--- src/hdl/mbde_pkg.sv ---
// Purpose: Shared constants and the CRC function for the diagnostic echo slave and its master end.
// Assumes: Frames move as bytes; the serial character timing lies outside these blocks.
// Notes:   Every frame ends with a CRC sent low byte first.
package mbde_pkg;
    // ==================================================================
    // Function codes and field values
    // ==================================================================
    localparam logic [7:0]  FC_READ_HOLD   = 8'h03;
    localparam logic [7:0]  FC_DIAG        = 8'h08;
    localparam logic [15:0] DIAG_SUB_ECHO  = 16'h0000;
    localparam logic [7:0]  ADDR_BROADCAST = 8'h00;
    localparam logic [15:0] CRC_INIT       = 16'hffff;
    localparam logic [15:0] CRC_POLY       = 16'ha001;
    localparam logic [15:0] CRC_RESIDUE    = 16'h0000;
    localparam int          DIAG_LEN       = 8;
    localparam int          READ_QLEN      = 8;
    localparam int          RESP_MAX       = 64;
    localparam logic [7:0]  ADDR_RESET     = 8'h01;
    localparam logic        ENDIAN_RESET   = 1'b0;

    // One byte of CRC-16 update, reflected polynomial.
    function automatic logic [15:0] crc_byte(input logic [15:0] crc, input logic [7:0] b);
        logic [15:0] c;
        c = crc ^ {8'h00, b};
        for (int i = 0; i < 8; i++) begin
            c = c[0] ? ((c >> 1) ^ CRC_POLY) : (c >> 1);
        end
        return c;
    endfunction : crc_byte
endpackage : mbde_pkg

--- src/hdl/mbde_if.sv ---
// Purpose: Byte link between the master end and the slave end.
// Assumes: One byte moves in a cycle where valid and ready are both high.
// Notes:   The last byte of a frame carries last.
`timescale 1ns/1ps
interface mbde_if;
    logic [7:0] q_data;
    logic       q_valid;
    logic       q_last;
    logic       q_ready;
    logic [7:0] r_data;
    logic       r_valid;
    logic       r_last;
    logic       r_ready;

    modport master (output q_data, output q_valid, output q_last, input q_ready,
                    input r_data, input r_valid, input r_last, output r_ready);
    modport slave  (input q_data, input q_valid, input q_last, output q_ready,
                    output r_data, output r_valid, output r_last, input r_ready);
endinterface : mbde_if

--- src/hdl/mbde_slave.sv ---
// Purpose: Slave end: answers diagnostics by echo and reads of holding registers.
// Assumes: The master keeps its rules: no broadcast diagnostics, frames byte-wise.
// Notes:   Register values come from a user-side lookup port answered in the same cycle.
`timescale 1ns/1ps
module mbde_slave #(
    parameter int QBUF = 8
) (
    input  wire logic        clk_sys,
    input  wire logic        rst_n,
    mbde_if.slave            link,
    input  wire logic [7:0]  station_addr,
    input  wire logic        word_endian_select_param,
    output logic      [15:0] reg_addr,
    input  wire logic [31:0] reg_value,
    input  wire logic [1:0]  reg_size,
    output logic             comm_error,
    output logic             diag_seen
);
    if (QBUF < mbde_pkg::READ_QLEN) begin : g_qbuf_check
        $error("QBUF too small");
    end

    typedef enum {ST_RX, ST_CHECK, ST_TX, ST_SKIP} mbde_state_t;

    mbde_state_t  state_ff,  nxt_state;
    logic [7:0]   qbuf_ff [QBUF];
    logic [7:0]   nxt_qbuf [QBUF];
    logic [7:0]   qcnt_ff,   nxt_qcnt;
    logic [15:0]  crc_ff,    nxt_crc;
    logic [7:0]   tidx_ff,   nxt_tidx;
    logic [7:0]   tlen_ff,   nxt_tlen;
    logic [15:0]  raddr_ff,  nxt_raddr;
    logic [7:0]   wpart_ff,  nxt_wpart;
    logic         err_ff,    nxt_err;
    logic         diag_ff,   nxt_diag;
    logic         over_ff,   nxt_over;

    // ==================================================================
    // Response byte source
    // ==================================================================
    // Word within a register: 4-byte values split in two per the endian setting.
    function automatic logic [15:0] reg_word(input logic [31:0] v, input logic [1:0] sz,
                                             input logic part, input logic endian);
        logic [15:0] w;
        w = 16'h0000;
        if (sz == 2'd1) begin
            w = {8'h00, v[7:0]};
        end else if (sz == 2'd2) begin
            w = v[15:0];
        end else begin
            w = (part ^ endian) ? v[31:16] : v[15:0];
        end
        return w;
    endfunction : reg_word

    logic [15:0] cur_word;
    logic [7:0]  cur_byte;
    logic        is_diag;
    always_comb begin
        is_diag  = (qbuf_ff[1] == mbde_pkg::FC_DIAG);
        reg_addr = raddr_ff;
        cur_word = reg_word(reg_value, reg_size, wpart_ff[1], word_endian_select_param);
        cur_byte = 8'h00;
        if (tidx_ff == 8'd0) begin
            cur_byte = station_addr;
        end else if (tidx_ff == 8'd1) begin
            cur_byte = qbuf_ff[1];
        end else if (tidx_ff + 8'd2 >= tlen_ff) begin
            cur_byte = (tidx_ff + 8'd2 == tlen_ff) ? crc_ff[7:0] : crc_ff[15:8];
        end else if (is_diag) begin
            // Fields 2..3 are sent as zero, the checked sub-function; 4..5 are the query bytes, so the echo is exact.
            cur_byte = (tidx_ff < 8'd4) ? 8'h00 : qbuf_ff[tidx_ff[2:0]];
        end else if (tidx_ff == 8'd2) begin
            cur_byte = {qbuf_ff[5][6:0], 1'b0};
        end else begin
            cur_byte = wpart_ff[0] ? cur_word[7:0] : cur_word[15:8];
        end
    end

    assign link.q_ready = (state_ff == ST_RX) || (state_ff == ST_SKIP);
    assign link.r_valid = (state_ff == ST_TX);
    assign link.r_data  = cur_byte;
    assign link.r_last  = (state_ff == ST_TX) && (tidx_ff + 8'd1 == tlen_ff);
    assign comm_error   = err_ff;
    assign diag_seen    = diag_ff;

    // ==================================================================
    // Frame engine
    // ==================================================================
    always_comb begin
        nxt_state = state_ff;
        nxt_qbuf  = qbuf_ff;
        nxt_qcnt  = qcnt_ff;
        nxt_crc   = crc_ff;
        nxt_tidx  = tidx_ff;
        nxt_tlen  = tlen_ff;
        nxt_raddr = raddr_ff;
        nxt_wpart = wpart_ff;
        nxt_err   = 1'b0;
        nxt_diag  = 1'b0;
        nxt_over  = over_ff;
        unique case (state_ff)
            ST_RX: begin
                if (link.q_valid) begin
                    if (qcnt_ff < 8'(QBUF)) begin
                        nxt_qbuf[qcnt_ff[2:0]] = link.q_data;
                    end else begin
                        nxt_over = 1'b1;
                    end
                    nxt_qcnt = qcnt_ff + 8'd1;
                    nxt_crc  = mbde_pkg::crc_byte(crc_ff, link.q_data);
                    if (link.q_last) begin
                        nxt_state = ST_CHECK;
                    end
                end
            end
            ST_CHECK: begin
                nxt_state = ST_RX;
                nxt_qcnt  = 8'd0;
                nxt_crc   = mbde_pkg::CRC_INIT;
                nxt_tidx  = 8'd0;
                nxt_wpart = 8'd0;
                nxt_over  = 1'b0;
                nxt_raddr = {qbuf_ff[2], qbuf_ff[3]};
                if (crc_ff == mbde_pkg::CRC_RESIDUE && !over_ff
                    && qcnt_ff == 8'(mbde_pkg::DIAG_LEN)
                    && qbuf_ff[0] == station_addr) begin
                    if (is_diag) begin
                        if ({qbuf_ff[2], qbuf_ff[3]} != mbde_pkg::DIAG_SUB_ECHO) begin
                            nxt_err = 1'b1;
                        end else begin
                            nxt_diag  = 1'b1;
                            nxt_tlen  = 8'(mbde_pkg::DIAG_LEN);
                            nxt_state = ST_TX;
                        end
                    end else if (qbuf_ff[1] == mbde_pkg::FC_READ_HOLD && qbuf_ff[4] == 8'h00
                                 && qbuf_ff[5] != 8'h00 && qbuf_ff[5] < 8'd64) begin
                        nxt_tlen  = qbuf_ff[5] * 8'd2 + 8'd5;
                        nxt_state = ST_TX;
                    end else begin
                        nxt_err = 1'b1;
                    end
                end
            end
            ST_TX: begin
                if (link.r_ready) begin
                    nxt_tidx = tidx_ff + 8'd1;
                    // The CRC bytes themselves must not feed the running CRC.
                    if (tidx_ff + 8'd2 < tlen_ff) begin
                        nxt_crc = mbde_pkg::crc_byte(crc_ff, cur_byte);
                    end
                    if (!is_diag && tidx_ff >= 8'd3 && tidx_ff + 8'd2 < tlen_ff) begin
                        nxt_wpart = wpart_ff + 8'd1;
                        // A 4-byte register spans two points but only one index.
                        if (wpart_ff[0] && (reg_size != 2'd3 || wpart_ff[1])) begin
                            nxt_raddr = raddr_ff + 16'd1;
                            nxt_wpart = 8'd0;
                        end
                    end
                    if (tidx_ff + 8'd1 == tlen_ff) begin
                        nxt_state = ST_RX;
                        nxt_crc   = mbde_pkg::CRC_INIT;
                    end
                end
            end
            default: begin
                nxt_state = ST_RX;
            end
        endcase
    end

    always_ff @(posedge clk_sys) begin
        if (!rst_n) begin
            state_ff <= ST_RX;
            for (int i = 0; i < QBUF; i++) begin
                qbuf_ff[i] <= 8'h00;
            end
            qcnt_ff  <= 8'd0;
            crc_ff   <= mbde_pkg::CRC_INIT;
            tidx_ff  <= 8'd0;
            tlen_ff  <= 8'd0;
            raddr_ff <= 16'h0000;
            wpart_ff <= 8'd0;
            err_ff   <= 1'b0;
            diag_ff  <= 1'b0;
            over_ff  <= 1'b0;
        end else begin
            state_ff <= nxt_state;
            qbuf_ff  <= nxt_qbuf;
            qcnt_ff  <= nxt_qcnt;
            crc_ff   <= nxt_crc;
            tidx_ff  <= nxt_tidx;
            tlen_ff  <= nxt_tlen;
            raddr_ff <= nxt_raddr;
            wpart_ff <= nxt_wpart;
            err_ff   <= nxt_err;
            diag_ff  <= nxt_diag;
            over_ff  <= nxt_over;
        end
    end
endmodule : mbde_slave

--- src/flat_wrapper.sv ---
// flat-port wrapper written by rule: the top's interface ports become plain ports
module mbde_slave_flat 
#(
    parameter int QBUF = 8
)
  (clk_sys, rst_n, station_addr, word_endian_select_param, reg_addr, reg_value, reg_size, comm_error, diag_seen, link_q_data, link_q_valid, link_q_last, link_q_ready, link_r_data, link_r_valid, link_r_last, link_r_ready);
  mbde_if link_i ();
  input  wire logic clk_sys;
  input  wire logic rst_n;
  input  wire logic [7:0] station_addr;
  input  wire logic word_endian_select_param;
  output logic      [15:0] reg_addr;
  input  wire logic [31:0] reg_value;
  input  wire logic [1:0] reg_size;
  output logic comm_error;
  output logic diag_seen;
  input wire logic [$bits(link_i.q_data)-1:0] link_q_data;
  input wire logic [$bits(link_i.q_valid)-1:0] link_q_valid;
  input wire logic [$bits(link_i.q_last)-1:0] link_q_last;
  output wire logic [$bits(link_i.q_ready)-1:0] link_q_ready;
  output wire logic [$bits(link_i.r_data)-1:0] link_r_data;
  output wire logic [$bits(link_i.r_valid)-1:0] link_r_valid;
  output wire logic [$bits(link_i.r_last)-1:0] link_r_last;
  input wire logic [$bits(link_i.r_ready)-1:0] link_r_ready;
  assign link_i.q_data = link_q_data;
  assign link_i.q_valid = link_q_valid;
  assign link_i.q_last = link_q_last;
  assign link_q_ready = link_i.q_ready;
  assign link_r_data = link_i.r_data;
  assign link_r_valid = link_i.r_valid;
  assign link_r_last = link_i.r_last;
  assign link_i.r_ready = link_r_ready;
  mbde_slave #(.QBUF(QBUF)) u_core (.clk_sys(clk_sys), .rst_n(rst_n), .link(link_i), .station_addr(station_addr), .word_endian_select_param(word_endian_select_param), .reg_addr(reg_addr), .reg_value(reg_value), .reg_size(reg_size), .comm_error(comm_error), .diag_seen(diag_seen));
endmodule
--- config.mk ---
export PLATFORM = sky130hd
export DESIGN_NAME = mbde_slave_flat
export DESIGN_NICKNAME = d
export VERILOG_FILES = /design/src/hdl/mbde_pkg.sv /design/src/hdl/mbde_if.sv /design/src/hdl/mbde_slave.sv /design/src/flat_wrapper.sv
export SDC_FILE = /design/constraint.sdc
export NUM_CORES = 1
export LEC_CHECK = 0
export BUFFER_PORTS_ARGS = -buffer_cell sky130_fd_sc_hd__buf_2
export CAP_MARGIN = 25
export CORE_MARGIN = 2
export CORE_UTILIZATION = 50
export DETAILED_ROUTE_END_ITERATION = 16
export GPL_TIMING_DRIVEN = 0
export HOLD_SLACK_MARGIN = 0.12
export PLACE_DENSITY = 0.75
export SLEW_MARGIN = 20
export SYNTH_ARGS = -nofsm -noshare
export SYNTH_HDL_FRONTEND = slang
export SYNTH_SLANG_ARGS = --single-unit
--- constraint.sdc ---
create_clock -name clk_sys -period 4.56 [get_ports clk_sys]
set_input_delay 0.912 -clock clk_sys [delete_from_list [all_inputs] [get_ports clk_sys]]
set_output_delay 0.912 -clock clk_sys [all_outputs]
set_load 0.02 [all_outputs]
; Word level (Yosys, flattened, before mapping)
; Index checks and enable logic that the tools add are counted.
[totals]
inputBits = 56
ff_bits = 163
out_inout_bits = 29
word_cells = 184
[classes]
n_eq_ne = 24
n_mux = 69
n_addsub = 6
n_lt_le_gt_ge = 9
n_bitwise = 21
reduce_logical = 37
[op_table]
columns = op, count
row1 = $mux 16, 26
row2 = $mux 32, 6
row3 = $mux 8, 19
row4 = $pmux 32 s3, 1
row5 = $bwmux 64, 1
row6 = $eq 32x3->1 const B, 2
row7 = $logic_not 32->1, 2
row8 = $not 2->3, 16
row9 = $pmux 16 s3, 1
row10 = $pmux 8 s2, 3
row11 = $eq 32x1->1 const B, 1
row12 = $eq 32x2->1 const B, 1
row13 = $pmux 16 s2, 1
row14 = $xor 16x8->16, 2
row15 = $add 8x1->8 const B, 3
row16 = $bmux 8 s3, 1
row17 = $demux 8 s3, 1
row18 = $eq 8x8->1, 3
row19 = $reduce_and 4->1, 5
row20 = $add 16x1->16 const B, 1
row21 = $eq 8x2->1 const B, 2
row22 = $eq 8x4->1 const B, 2
row23 = $logic_not 16->1, 1
row24 = $logic_not 8->1, 2
row25 = 30 further kinds, 63

; Longest topological paths before layout
[depth]
word_depth = 31
depth_mapped = 19
mapped_depth_nobuf = 16

; Worst setup path after synthesis
; No wires, ideal clock.
[synth_timing]
path_type = register -> register
startpoint = register u_core.tidx_ff[1]
endpoint = register u_core.crc_ff[15]
t_required_ps = 4438
period_less_slack_ps = 4718
stages_incl_launch_ff = 19
arrival_ps = 4596
n_path_buf = 3
path_slack_ps = -158
setup_time_ps = 122
path_cell_list = dfxtp_1 -> buf_2 -> clkbuf_1 -> nand3_1 -> nor2_1 -> xor2_1 -> ha_1 -> and4_1 -> clkbuf_1 -> nand2_1 -> a311oi_1 -> o21a_1 -> o31ai_1 -> a31oi_1 -> xnor3_1 -> xnor3_2 -> xor2_2 -> o21bai_1 -> a221o_1
[synth_via]
word_cells_on_any_way = 43
classes_between = 2 x add/sub / 3 x order compare / 5 x eq/ne / 22 x mux / 9 x bitwise / 2 x reduce/logical
[synth_lines]
columns = item, line_no
row1 = start: declaration, mbde_slave.sv:30  ; logic [7:0] tidx_ff, nxt_tidx;
row2 = start signal: assignment, mbde_slave.sv:192  ; tidx_ff <= nxt_tidx;
row3 = branches (longest 8 deep; another with $add 8x2->8), n/a
row4 = $mux 8 *, mbde_slave.sv:64  ; if (tidx_ff == 8'd0) begin
row5 = net link_r_data[0], flat_wrapper.sv:21  ; output wire logic [$bits(link_i.r_data)-1:0] link_r_data;
row6 = $xor 16x8->16 *, mbde_pkg.sv:24  ; c = crc ^ {8'h00, b};
row7 = $mux 16 * (8 in series), mbde_pkg.sv:26  ; c = c[0] ? ((c >> 1) ^ CRC_POLY) : (c >> 1);
row8 = $mux 16 *, mbde_slave.sv:149  ; if (tidx_ff + 8'd2 < tlen_ff) begin
row9 = $mux 16 *, mbde_slave.sv:160  ; if (tidx_ff + 8'd1 == tlen_ff) begin
row10 = $mux 16 *, mbde_slave.sv:146  ; if (link.r_ready) begin
row11 = $pmux 16 s3 *, mbde_slave.sv:102  ; unique case (state_ff)
row12 = end signal: assignment, mbde_slave.sv:179  ; crc_ff <= mbde_pkg::CRC_INIT;
row13 = end signal: assignment, mbde_slave.sv:191  ; crc_ff <= nxt_crc;
row14 = end: declaration, mbde_slave.sv:29  ; logic [15:0] crc_ff, nxt_crc;
; Mark *: on every way through the listed nets, which the timed path passes. The select of a mux whose other input is x is not followed.
; A chain may end at the register's enable or synchronous reset.

; Final worst setup path
[layout_timing]
startpoint = register u_core.tidx_ff[1]
endpoint = output port link_r_data[4]
[layout_via]
elab_chain_cells = 9
word_cells_on_any_way = 18
classes_between = 1 x add/sub / 2 x order compare / 3 x eq/ne / 10 x mux / 1 x bitwise / 1 x reduce/logical
[layout_rtl]
columns = item, line_no
row1 = branches (longest 8 deep; another with $add 8x2->8), n/a
row2 = $mux 8 *, mbde_slave.sv:64
row3 = end: declaration, flat_wrapper.sv:21
; Mark *: on every way between the ends. The select of a mux whose other input is x is not followed.

==> run metrics <==
gr usage total=32.1%; ys async rst share=0%; DRC=0; final WL=29000 um; CTS Buf Count=17; CTS root buffer=clkbuf_16; min-delay src=u_core.tlen_ff[6]; fin crit share=97.3%; Final Setup Violations=0; Crit Path Category=reg -> out; Core Box Area=16500 um^2; 1st-iter DRT viols=974; PortBufs=75; pre-CTS setup slack=-1010 ps; post-synth top area share=30.1%; CP arrival=3530 ps; Inserted Diodes=0; register area=2550 um^2; Worst Max-Slew Pin Slew=1040 ps; final hold slack=453 ps; WL per Instance=21.6 um; Comb power frac=24.4%; fill count=1514; DRT Pass-1 Iters=5; Synth Net Count=1096; Die ar.=17900 um^2; Leak=3.70 nW; cell count after synthesis=1019; Worst setup SP type=register; area leader, netlist=dfxtp_1; Tmin final=4440 ps; Sw Ratio=31.9%; worst r2r src=u_core.tidx_ff[1]; setup ws final=123 ps; Multi-input gate area=5600 um^2; Clk pwr share=40.8%; Power Internal=2.39 mW; Synth area leaders=dfxtp_1 30%, mux2i_1 10%, nor2_1 6.4%, mux4_2 4.3%, a21oi_1 4.0%; Final Cell Area=9830 um^2; initial antenna violation count=0; final core occ=59.5%; Most used DFF post-synth=dfxtp_1; number of flops mapped to enable cells by yosys=0; largest net degree at the start of global routing=20; cell mode on critical path=inv_1; warnings from Yosys=0; Final ANT Viol Nets=0; max incr delay on CP=410 ps; Mapped Area=8430 um^2; clk_skew=12.9 ps; area delta synth->final=16.5%; Seq/Total Area, Yosys=30.1%; Crit. End Element=output port; Reg clk slew, reported paths=60 ps; status=complete, no violations; vias in the first global route=7857; Die H=134 um; Critical Path RT=3650 ps; most common cell after layout, fill and taps aside=nor2_1; nets=1191; Worst VDD drop=0.000345 V; maximum root-to-sink buffer count=2; Slew HR=30.3%; via density per instance=6.29; worst path cell trace=buf_8 > inv_1 > ha_1 > nor2b_1 > o211a_1 > o31a_1 > nor4_2 > o21ai_0 > o211ai_1 > inv_1 > buf_2; GPL Wtd Cong=0.990; Reg power frac=34.7%; Crit. Startpoint=u_core.tidx_ff[1]; Worst-Skew Late Latency=430 ps; num rows=47; Final Hold Vio Count=0; post-synthesis cell type count=84; Power Dens Cells=357 nW/um^2; # H-tree levels=4; NetSw=1.12 mW; synthesized area per cell=8.28 um^2; TritonCTS clock tree=built; Seq cells post-synth=127; fraction of layout cells with a size suffix above 1=15.5%; global route total overflow=0; Initial Util=51.0%; max-cap viol count=0; Hold Buf Count CTS=0; I/O Pins=85; Post-DP Area=9100 um^2; commonest cells after routing, fill and taps aside=144 x nor2_1, 124 x dfxtp_1, 84 x mux2i_1, 82 x nand2_1, 80 x buf_2; Die X-Extent=134 um; first-pass GRT wire length=44000 um; hpwl dp=22000 um; via count=8469; Hold Crit Class=reg -> reg; final-report max-slew violation count=0; Fmax=225 MHz; clk sink count=127; slowest stage cell, crit path=o31a_1; CP Max Fanout=19
==> metal layers <==
metal  GRT usage [%]  up-vias  wire (um)
met5               0        -          0
met4            14.5        0       1290
met3            8.96       87       3190
met2            50.3      468      12800
met1            41.3     4004      11800
li1                -     3910          -
==> cells in the mapped netlist, types with 6 or more instances <==
cell / count
a2111oi_0: 7
a211oi_1: 9
a21oi_1: 68
a31oi_1: 6
and3_1: 11
buf_1: 7
buf_2: 9
clkbuf_1: 45
dfxtp_1: 127
ha_1: 21
inv_1: 29
mux2i_1: 84
mux4_2: 16
nand2_1: 82
nand3_1: 26
nand4_1: 10
nor2_1: 144
nor3_1: 28
nor4_1: 17
o211ai_1: 18
o21ai_0: 40
o21ai_1: 6
o22ai_1: 15
o31ai_1: 7
or3_1: 10
or4_1: 7
xnor2_1: 37
xor2_1: 28
==> critical path: cells and delay by family, from the launching register on <==
| kind | cells | cell delay, ps |
|---|---|---|
| flops | 1 | 390 |
| fa+ha+maj | 1 | 310 |
| buf+inv | 4 | 590 |
| compound gates | 4 | 1290 |
| simple gates | 2 | 520 |
==> cell families after synthesis <==
group	Yosys count	share of synthesized area [%]
DFF	127	30.1
buffers and inverters	95	4.50
AOI/OAI and AO/OA	232	18.3
muxes	104	14.8
xor gates and xnor gates	71	8.23
and+or+nand+nor	369	20.9
adders and majority gates	21	3.12
==> power by group through the flow <==
stage | sequential (mW) | clock [mW] | combinational, mW
floorplan | 1.22 | 0 | 0.599
global placement | 1.24 | 0 | 0.779
detailed placement | 1.24 | 0 | 0.792
finish | 1.22 | 1.43 | 0.858
global route | 1.22 | 1.48 | 0.929
CTS | 1.22 | 1.44 | 0.802
==> cell type report <==
| type | instances | area share [%] |
|---|---|---|
| multi-input cells | 797 | 57.0 |
| plain buffers | 59 | 2.69 |
| clock buffers | 18 | 4.37 |
| flip-flops and latches | 127 | 25.9 |
| well taps | 220 | 2.80 |
| repair buffers | 80 | 4.23 |
| clock inverters | 13 | 1.80 |
| inverters | 32 | 1.22 |
==> path summary, 6_finish.rpt <==
kind,to,slack (ps),cells after the start
max,link_r_data[4],120,11
min,u_core.tlen_ff[6],450,2
max reg2reg,u_core.crc_ff[15],170,18
min reg2reg,u_core.tlen_ff[6],450,2
==> flip-flops by register name, summed over array words and instances (netlist names) <==
register	cells
u_core.comm_error	1
u_core.crc_ff	16
u_core.diag_seen	1
u_core.over_ff	1
u_core.qbuf_ff	64
u_core.qcnt_ff	8
u_core.reg_addr	16
u_core.state_ff	2
u_core.tidx_ff	8
u_core.tlen_ff	8
u_core.wpart_ff	2
==> metrics by stage <==
stage	instances	TNS (ps)	power (mW)
floorplan	1019	0	1.81
global placement	1314	-14570	2.02
detailed placement	1315	-15070	2.03
CTS	1345	0	3.46
global route	1346	-32.1	3.63
finish	1346	0	3.51
==> timing repair <==
item / in CTS / in global routing
buffers inserted: 2 / 1
resized for setup: 9 / 24
endpoints found under the hold margin: 0 / 0
pin swaps: 3 / 3
setup endpoints to repair: 34 / 13
Power figures use the tool's default switching activity.
